<file path="config.mk">
export PLATFORM = sky130hd
export DESIGN_NAME = eldl_top
export DESIGN_NICKNAME = d
export VERILOG_FILES = /design/src/inc/eldl_pkg.sv /design/src/hw/eldl_hold_stage.sv /design/src/hw/eldl_top.sv
export SDC_FILE = /design/constraint.sdc
export NUM_CORES = 1
export LEC_CHECK = 0
export BUFFER_PORTS_ARGS = -buffer_cell sky130_fd_sc_hd__buf_2
export CORE_UTILIZATION = 55
export CTS_BUF_LIST = sky130_fd_sc_hd__clkbuf_8 sky130_fd_sc_hd__clkbuf_16
export DETAILED_ROUTE_END_ITERATION = 10
export PLACE_DENSITY_LB_ADDON = 0.3
export REMOVE_ABC_BUFFERS = 1
export SYNTH_ARGS = -nofsm -noshare
export SYNTH_HDL_FRONTEND = slang
export SYNTH_SLANG_ARGS = --single-unit
export TNS_END_PERCENT = 5
</file>
<file path="constraint.sdc">
create_clock -name clk_i -period 1.87 [get_ports clk_i]
set_input_delay 0.4675 -clock clk_i [delete_from_list [all_inputs] [get_ports clk_i]]
set_output_delay 0.4675 -clock clk_i [all_outputs]
set_load 0.05 [all_outputs]
</file>
<file path="src/inc/eldl_pkg.sv">
package eldl_pkg;

  // Data path shape
  localparam int DATA_W = 8;
  localparam int NTAPS = 4;
  localparam int TAPS_W = 32;
  localparam int BUF_DEPTH = 2;
  localparam int APB_AW = 8;
  localparam int APB_DW = 32;

  // Register offsets (byte addresses)
  localparam logic [7:0] CTRL_OFS = 8'h00;
  localparam logic [7:0] STATUS_OFS = 8'h04;
  localparam logic [7:0] HEAD_OFS = 8'h08;

  // Control fields and reset value
  localparam int CTRL_REV_BIT = 0;
  localparam int CTRL_RUN_BIT = 1;
  localparam logic [1:0] CTRL_RST = 2'h2;

  // Status fields
  localparam int ST_RP_BIT = 0;
  localparam int ST_SP_BIT = 1;
  localparam int ST_RDY_BIT = 2;
  localparam int ST_VLD_BIT = 3;
  localparam int ST_LVL_LSB = 4;
  localparam int ST_LVL_W = 3;

  // Output buffer fill level
  typedef enum logic [2:0] {
    LVL_EMPTY = 3'b001,
    LVL_ONE = 3'b010,
    LVL_FULL = 3'b100
  } eldl_level_type;

endpackage

</file>
<file path="src/hw/eldl_hold_stage.sv">
`timescale 1ns/100ps

module eldl_hold_stage
  import eldl_pkg::*;
#(
  parameter int W = DATA_W,
  parameter bit ZERO_LAT = 1'b0
) (
  input wire logic clk_i,
  input wire logic rst_n_i,
  input wire logic en_i,
  input wire logic [W-1:0] d_i,
  output logic [W-1:0] q_o
);

  typedef struct packed {
    logic [W-1:0] held;
  } eldl_stage_state_type;

  eldl_stage_state_type st_q;
  eldl_stage_state_type st_d;

  // Both variants store alike; only the output tap differs
  always_comb begin
    st_d = st_q;
    if (en_i) begin
      st_d.held = d_i;
    end
  end

  always_ff @(posedge clk_i) begin
    if (!rst_n_i) begin
      st_q <= '0;
    end else begin
      st_q <= st_d;
    end
  end

  generate
    if (ZERO_LAT) begin : g_zero
      // Combinational path from d_i; callers must not loop it back
      assign q_o = en_i ? d_i : st_q.held;

    end else begin : g_one
      assign q_o = st_q.held;

    end
  endgenerate
endmodule

</file>
<file path="src/hw/eldl_top.sv">
// Function
// - Both latches update one cycle after inputs.
// - Set and reset low keeps latch value.
// - Reset-priority latch: both high gives zero.
// - Set-priority latch: both high gives one.
// - Hold enable is one bit, high passes.
// - One-cycle stage delays when enabled, else holds.
// - One-cycle stage enable acts next cycle.
// - Hold stages work for any data width.
// - Zero-delay stage passes data same cycle.
// - Zero-delay stage holds previous input when disabled.
// - Zero-delay stage enable acts immediately.
// - Tap chain: scalar in, tap vector, valid. Here data_i is DATA_W (8) bits wide.
// - First stage selectable, then one-cycle stages.
// - Least delayed tap first unless reversed.
// - Tap chain input must be scalar. Here data_i takes DATA_W-bit (8-bit) words.
//
// Local design decisions: the register addresses and the APB interface to the registers.
`timescale 1ns/100ps

module eldl_top
  import eldl_pkg::*;
#(
  parameter bit FIRST_ZERO = 1'b0
) (
  input wire logic clk_i,
  input wire logic rst_n_i,
  input wire logic psel_i,
  input wire logic penable_i,
  input wire logic pwrite_i,
  input wire logic [APB_AW-1:0] paddr_i,
  input wire logic [APB_DW-1:0] pwdata_i,
  output logic [APB_DW-1:0] prdata_o,
  output logic pready_o,
  output logic pslverr_o,
  input wire logic set_i,
  input wire logic clr_i,
  output logic rp_latch_o,
  output logic sp_latch_o,
  input wire logic [DATA_W-1:0] data_i,
  input wire logic data_en_i,
  output logic in_ready_o,
  output logic [TAPS_W-1:0] taps_o,
  output logic tap_valid_o,
  input wire logic out_ready_i
);

  localparam int VLD_LAT = FIRST_ZERO ? 0 : 1;

  typedef struct packed {
    logic rp;
    logic sp;
    logic rev;
    logic run;
    logic en;
    eldl_level_type lvl;
    logic vld;
    logic rdy;
    logic [TAPS_W-1:0] ent0;
    logic [TAPS_W-1:0] ent1;
    logic [APB_DW-1:0] rdata;
    logic pready;
    logic pslverr;
  } eldl_top_state_type;

  localparam eldl_top_state_type ST_RST = '{
    lvl: LVL_EMPTY,
    rdy: 1'b1,
    rev: CTRL_RST[CTRL_REV_BIT],
    run: CTRL_RST[CTRL_RUN_BIT],
    default: '0
  };

  eldl_top_state_type q;
  eldl_top_state_type d;

  logic chain_en;
  logic chain_valid;
  logic [TAPS_W-1:0] taps_raw;
  logic [TAPS_W-1:0] taps_ord;
  logic push;
  logic pop;
  logic setup_ph;
  logic wr_take;

  function automatic logic reg_known(input logic [APB_AW-1:0] a);
    reg_known = (a == CTRL_OFS) || (a == STATUS_OFS) ||
                (a == HEAD_OFS);
  endfunction

  function automatic logic [TAPS_W-1:0] reverse_taps(
    input logic [TAPS_W-1:0] t
  );
    logic [TAPS_W-1:0] r;
    r = '0;
    for (int k = 0; k < NTAPS; k++) begin
      r[k*DATA_W +: DATA_W] = t[(NTAPS-1-k)*DATA_W +: DATA_W];
    end
    reverse_taps = r;
  endfunction

  // Stalls the chain when the output buffer cannot take a word
  assign chain_en = data_en_i & q.run & q.rdy;
  assign chain_valid = FIRST_ZERO ? chain_en : q.en;

  // Tap chain: first stage picked by parameter, rest one-cycle
  generate
    for (genvar k = 0; k < NTAPS; k++) begin : g_stage
      if (k == 0) begin : g_first
        eldl_hold_stage #(
          .W(DATA_W),
          .ZERO_LAT(FIRST_ZERO)
        ) u_stage (
          .clk_i(clk_i),
          .rst_n_i(rst_n_i),
          .en_i(chain_en),
          .d_i(data_i),
          .q_o(taps_raw[DATA_W-1:0])
        );
      end else begin : g_next
        eldl_hold_stage #(
          .W(DATA_W),
          .ZERO_LAT(1'b0)
        ) u_stage (
          .clk_i(clk_i),
          .rst_n_i(rst_n_i),
          .en_i(chain_en),
          .d_i(taps_raw[(k-1)*DATA_W +: DATA_W]),
          .q_o(taps_raw[k*DATA_W +: DATA_W])
        );
      end
    end
  endgenerate

  assign taps_ord = q.rev ? reverse_taps(taps_raw) : taps_raw;
  assign push = chain_valid;
  assign pop = q.vld & out_ready_i;
  assign setup_ph = psel_i & ~penable_i;
  assign wr_take = psel_i & penable_i & pwrite_i & q.pready;

  always_comb begin
    d = q;

    // Reset-priority latch
    if (clr_i) begin
      d.rp = 1'b0;
    end else if (set_i) begin
      d.rp = 1'b1;
    end else begin
      d.rp = q.rp;
    end

    // Set-priority latch
    if (set_i) begin
      d.sp = 1'b1;
    end else if (clr_i) begin
      d.sp = 1'b0;
    end else begin
      d.sp = q.sp;
    end

    d.en = chain_en;

    // Two-entry output buffer, head always in ent0
    case (q.lvl)
      LVL_EMPTY: begin
        if (push) begin
          d.ent0 = taps_ord;
          d.lvl = LVL_ONE;
        end
      end
      LVL_ONE: begin
        if (push && pop) begin
          d.ent0 = taps_ord;
        end else if (push) begin
          d.ent1 = taps_ord;
          d.lvl = LVL_FULL;
        end else if (pop) begin
          d.lvl = LVL_EMPTY;
        end
      end
      LVL_FULL: begin
        if (pop) begin
          d.ent0 = q.ent1;
          if (push) begin
            d.ent1 = taps_ord;
          end else begin
            d.lvl = LVL_ONE;
          end
        end
      end
      default: begin
        d.lvl = LVL_EMPTY;
      end
    endcase
    d.vld = (d.lvl != LVL_EMPTY);
    // A word still in flight in the first stage reserves a slot
    d.rdy = (d.lvl == LVL_EMPTY) ||
            ((d.lvl == LVL_ONE) && !(d.en && !FIRST_ZERO));

    // APB: answer in the first access cycle, no wait states
    d.pready = setup_ph;
    d.pslverr = 1'b0;
    d.rdata = '0;
    if (setup_ph) begin
      d.pslverr = ~reg_known(paddr_i);
      if (!pwrite_i) begin
        case (paddr_i)
          CTRL_OFS: begin
            d.rdata[CTRL_REV_BIT] = q.rev;
            d.rdata[CTRL_RUN_BIT] = q.run;
          end
          STATUS_OFS: begin
            d.rdata[ST_RP_BIT] = q.rp;
            d.rdata[ST_SP_BIT] = q.sp;
            d.rdata[ST_RDY_BIT] = q.rdy;
            d.rdata[ST_VLD_BIT] = q.vld;
            d.rdata[ST_LVL_LSB +: ST_LVL_W] = q.lvl;
          end
          HEAD_OFS: begin
            d.rdata = q.ent0;
          end
          default: begin
            d.rdata = '0;
          end
        endcase
      end
    end
    if (wr_take && (paddr_i == CTRL_OFS)) begin
      d.rev = pwdata_i[CTRL_REV_BIT];
      d.run = pwdata_i[CTRL_RUN_BIT];
    end
  end

  always_ff @(posedge clk_i) begin
    if (!rst_n_i) begin
      q <= ST_RST;
    end else begin
      q <= d;
    end
  end

  assign prdata_o = q.rdata;
  assign pready_o = q.pready;
  assign pslverr_o = q.pslverr;
  assign rp_latch_o = q.rp;
  assign sp_latch_o = q.sp;
  assign in_ready_o = q.rdy;
  assign taps_o = q.ent0;
  assign tap_valid_o = q.vld;
endmodule

</file>
Word level (Yosys, flattened, before mapping) --
Index checks and enable logic that the tools add are counted.
Cells by class: bitwise operators 12, equality and inequality tests 12, mux-type cells 19, reduce and logical (&&, ||, !) cells 17
Operators with widths (number):
- $mux 32 | 5
- $pmux 32 s3 | 1
- $mux 64 | 1
- $pmux 32 s2 | 1
- $mux 3 | 6
- $pmux 5 s2 | 1
- $pmux 3 s3 | 1
- $eq 8x3->1 const B | 1
- $eq 8x4->1 const B | 1
- $logic_not 8->1 | 1
- $ne 2x2->1 const B | 4
- $and 1x1->1 | 7
- $eq 3x1->1 const B | 2
- $eq 3x2->1 const B | 2
- $pmux 2 s3 | 1
- $not 1->1 | 5
- $reduce_and 4->1 | 1
- $reduce_bool 2->1 | 2
- $reduce_or 4->1 | 1
- $eq 3x3->1 const B | 1
- $logic_and 1x1->1 | 3
- $logic_or 1x1->1 | 3
- $ne 3x1->1 const B | 1
- $reduce_and 3->1 | 1
- 6 further kinds | 7
Word-level totals: register bits 140, output and inout port bits 70

Depth between registers and ports, before layout --
word-level depth 8, depth in mapped cells 7, mapped depth without buffers 4

Modules after synthesis --
A second synthesis with hierarchy kept.
Unflattened totals: cell total of the unflattened synthesis 640, area total of the unflattened synthesis 6319.8 um2
By module, submodules not included:
- eldl_top | cells an instance 540, area each 5113.7 um2, times used 1
- eldl_hold_stage | cells an instance 25, area each 301.5 um2, times used 4

Worst setup path before layout --
No wires, ideal clock.
path type register to register, start point register q, in the netlist tap_valid_o, end point register q[35] (netlist name), setup time 116 ps, clock period less this slack 1975 ps, stages on the path, launching flop included 7, data required time 1754 ps, arrival 1859 ps, slack -105 ps, cells stage by stage dfxtp_1 nand2_1 mux2_4 and2_1 buf_6 buf_6 o211a_1
On the way: longest elaborated chain between the ends 4
Ends and longest elaborated chain:
- from (decl) | line eldl_top.sv:74 | eldl_top_state_type q;
- from (signal assigned) | line eldl_top.sv:237 | q <= ST_RST;
- from (signal assigned) | line eldl_top.sv:239 | q <= d;
- $and 1x1->1 * | line eldl_top.sv:137 | assign pop = q.vld & out_ready_i;
- $logic_and 1x1->1 | line eldl_top.sv:173 | if (push && pop) begin
- $ne 2x2->1 (no line)
- $reduce_and 3->1 (no line) *
Every way passes the cells marked *; elsewhere a longest branch is shown, timed or not. A chain may end at the register's enable or synchronous reset.

Worst setup path after layout --
start point register q[101] (netlist name), end point register q[62] (netlist name)
On the way: longest elaborated chain between the ends 3
Ends and longest elaborated chain:
- $eq 3x2->1 or $eq 3x3->1 (tied branches) | line eldl_top.sv:165 | case (q.lvl)
- $ne 2x2->1 (no line) or $reduce_bool 2->1 (tied branches)
- $reduce_and 3->1 (no line)
Parallel ways exist; a longest one is shown, timed or not.

==> results.json <==
{
  "status": "finished clean",
  "path_clk_slew_ns": 0.06,
  "multi_input_area_um2": 2650,
  "critical_path_arrival_ns": 2.01,
  "yosysSeqAreaShare_pct": 45.1,
  "place_area_um2": 6360,
  "power_density_nw_per_um2": 1030,
  "crit_path_max_incr_delay_ns": 0.48,
  "min_period_ns": 1.70,
  "yosys-mux-area-fraction_pct": 6.04,
  "synth_cells": 679,
  "cts_sinks": 140,
  "routed_wl_um": 12800,
  "async_flop_share_pct": 0,
  "pre_cts_ws_ns": 0.0892,
  "critPathMaxFanout": 32,
  "final_area_um2": 7030,
  "core_um2": 10900,
  "htreeDepth": 4,
  "synth_top_area_share_pct": 45.1,
  "maxSlewViolCount": 0,
  "maxCapViolCount": 0,
  "timing.critical_path.from_type": "flop",
  "area_growth_pct": 13.2,
  "cts_resized": 0,
  "synth-simple-area-share_pct": 18.8,
  "cp_num_cells": 5,
  "hold-worst-slack_ns": 0.231,
  "crit_path_top_delay_cell": "dfxtp_1",
  "finalHoldViolCount": 0,
  "via_per_inst": 5.62,
  "wl_per_cell_um": 15.1,
  "setup_ws_ns": 0.173,
  "synth_cell_types": 38,
  "pwr-share-seq_pct": 42.5,
  "power.net_switching_w": 0.00157,
  "row_count": 38,
  "grt_max_degree": 67,
  "synth_area_per_cell_um2": 9.15,
  "cts_setup_buffers": 0,
  "dieHeight_um": 108,
  "gp_congestion": 0.919,
  "tightestPinTransition_ns": 0.530,
  "seq_area_um2": 2800,
  "antenna_found_initial": 0,
  "setup_tns_ns": 0,
  "initial_core_util_pct": 56.8,
  "path_buf_inv": 1,
  "fin_nets": 751,
  "final_cell_mix": "dfxtp_1 (139), nand2_1 (100), buf_2 (95), mux2i_1 (36), nand3_1 (35)",
  "syn_area_um2": 6210,
  "worstSkewPairLatency_ns": 0.42,
  "peakVddDrop_v": 0.000541,
  "rsz0062_at_grt": "no",
  "clk_path_buf_depth": 2,
  "ios": 127,
  "hpwl_um": 8300,
  "fin_util_pct": 64.3,
  "die_area_um2": 11700,
  "swShare_pct": 21.7,
  "required_ns": 2.18,
  "grt_pass1_wl_um": 20900,
  "grt_pass1_vias": 4455,
  "fillers": 924,
  "synth-compound-area-share_pct": 17.6,
  "worst_hold_path.num_cells": 2,
  "setup_violations": 0,
  "synth_edf_count": 0,
  "overflow": 0,
  "cp_top_family": "flip-flops",
  "finClkSkew_ns": 0.00600,
  "crit_path_end_kind": "flop",
  "drive_above_1_share_pct": 22.5,
  "postRouteAntennaNets": 0,
  "layout_commonest_cell": "dfxtp_1",
  "cts_root_buffer": "clkbuf_16",
  "grt.total_usage_pct": 23.2,
  "max_slew_margin_pct": 64.6,
  "period_share_pct": 90.7,
  "synth_top_flop_cell": "dfxtp_1",
  "first_pass_iters": 6,
  "cts_tree": "done",
  "synth_xor_area_share_pct": 0.141,
  "leakagePower_nw": 3.28,
  "crit_chain": "nor2b_1 -> mux2_4 -> buf_4 -> nand3_1 -> o211a_1",
  "p_int_w": 0.00567,
  "synth_top_family_by_area": "simple AND/OR/NAND/NOR gates",
  "remaining_drc_errors": 0,
  "path_class": "reg -> reg",
  "synth_warnings": 0,
  "portBuffers": 96,
  "synth_seq_cells": 140,
  "synth_area_leaders": "dfxtp_1 (45%), buf_4 (8.0%), nand2_1 (6.0%), mux2i_1 (5.8%), o211a_1 (5.2%)",
  "cts_made_buffers": 17,
  "clock.fmax_mhz": 589,
  "ctsHoldBuffers": 0,
  "reg2regPathDepth": 5,
  "yosys.area.top_type": "dfxtp_1",
  "share_comb_of_total_power_pct": 5.8,
  "clkPwrFrac_pct": 51.7,
  "hold_class": "in -> reg",
  "vias": 4763,
  "synthAdderAreaFrac_pct": 0,
  "die-width_um": 108,
  "diodes": 0,
  "drt_iter0_markers": 294
}
## layout make-up
| type | count | area share, % |
|---|---|---|
| Sequential cell | 140 | 39.9 |
| Multi-Input combinational cell | 414 | 37.6 |
| Timing Repair Buffer | 119 | 10.4 |
| Clock buffer | 21 | 6.83 |
| Clock inverter | 11 | 2.69 |
| Tap cell | 140 | 2.49 |
| Inverter | 2 | 0.107 |
## logic make-up (layout without fill, tap and decap cells)
| group | Yosys count | after routing |
|---|---|---|
| AO/OA/AOI/OAI | 147 | 147 |
| multiplexers | 37 | 37 |
| buffers and inverters | 125 | 153 |
| AND/OR/NAND/NOR | 229 | 229 |
| flip-flops | 140 | 140 |
| XOR/XNOR | 1 | 1 |
## final timing paths
check | startpoint | endpoint | slack [ns]
worst max register to register | q[101]$_SDFF_PN0_ | q[62]$_SDFFE_PN0P_ | 0.17
worst min-delay path | clr_i | rp_latch_o$_SDFFE_PP0P_ | 0.23
worst max-delay path | q[101]$_SDFF_PN0_ | q[62]$_SDFFE_PN0P_ | 0.17
worst min register to register | taps_o[31]$_SDFFE_PN0P_ | taps_o[31]$_SDFFE_PN0P_ | 0.47
## power groups by stage
| stage | combinational, W | clock, W | sequential (W) |
|---|---|---|---|
| finish | 0.000417 | 0.00374 | 0.00308 |
| detailed placement | 0.000414 | 0 | 0.00314 |
| global route | 0.000457 | 0.00391 | 0.00308 |
| global placement | 0.000404 | 0 | 0.00314 |
| floorplan | 0.000175 | 0 | 0.00318 |
| CTS | 0.000417 | 0.00378 | 0.00308 |
## cells in the mapped netlist (2+ instances only)
library cell  count
o211ai_1         32
nor2b_1           6
clkbuf_1         38
nor2_1           13
and3_1            2
nand2_1         100
inv_1             2
mux2i_1          36
nand3_1          35
buf_4            66
o21ai_1          33
o211a_1          32
o21ai_0           3
a21boi_0         32
o21a_1            2
buf_2            14
dfxtp_1         140
and2_1           30
buf_6             4
a21oi_1           4
a22oi_1           5
nand4_1          33
and3b_1           2
## through the flow
step	power (W)	std cells
2_1_floorplan	0.00336	556
3_3_place_gp	0.00354	815
3_5_place_dp	0.00356	815
4_1_cts	0.00727	847
5_1_grt	0.00745	847
6_report	0.00723	847
## flip-flops by register name (all words and copies together), names as in the netlist
| register | flops |
|---|---|
| chain_valid | 1 |
| sp_latch_o | 1 |
| g_stage.g_next.u_stage.q_o | 24 |
| taps_o | 32 |
| rp_latch_o | 1 |
| g_stage.g_first.u_stage.q_o | 8 |
| pready_o | 1 |
| pslverr_o | 1 |
| tap_valid_o | 1 |
| q | 37 |
| prdata_o | 32 |
| in_ready_o | 1 |
## metal layers
metal,wire [µm],up-vias,track usage (%)
met4,242,0,10.4
met2,6490,146,41.2
li1,-,2351,-
met3,666,24,5.30
met1,5400,2242,26.5
met5,0,-,0
No activity file was read; power rests on OpenSTA's default activity.
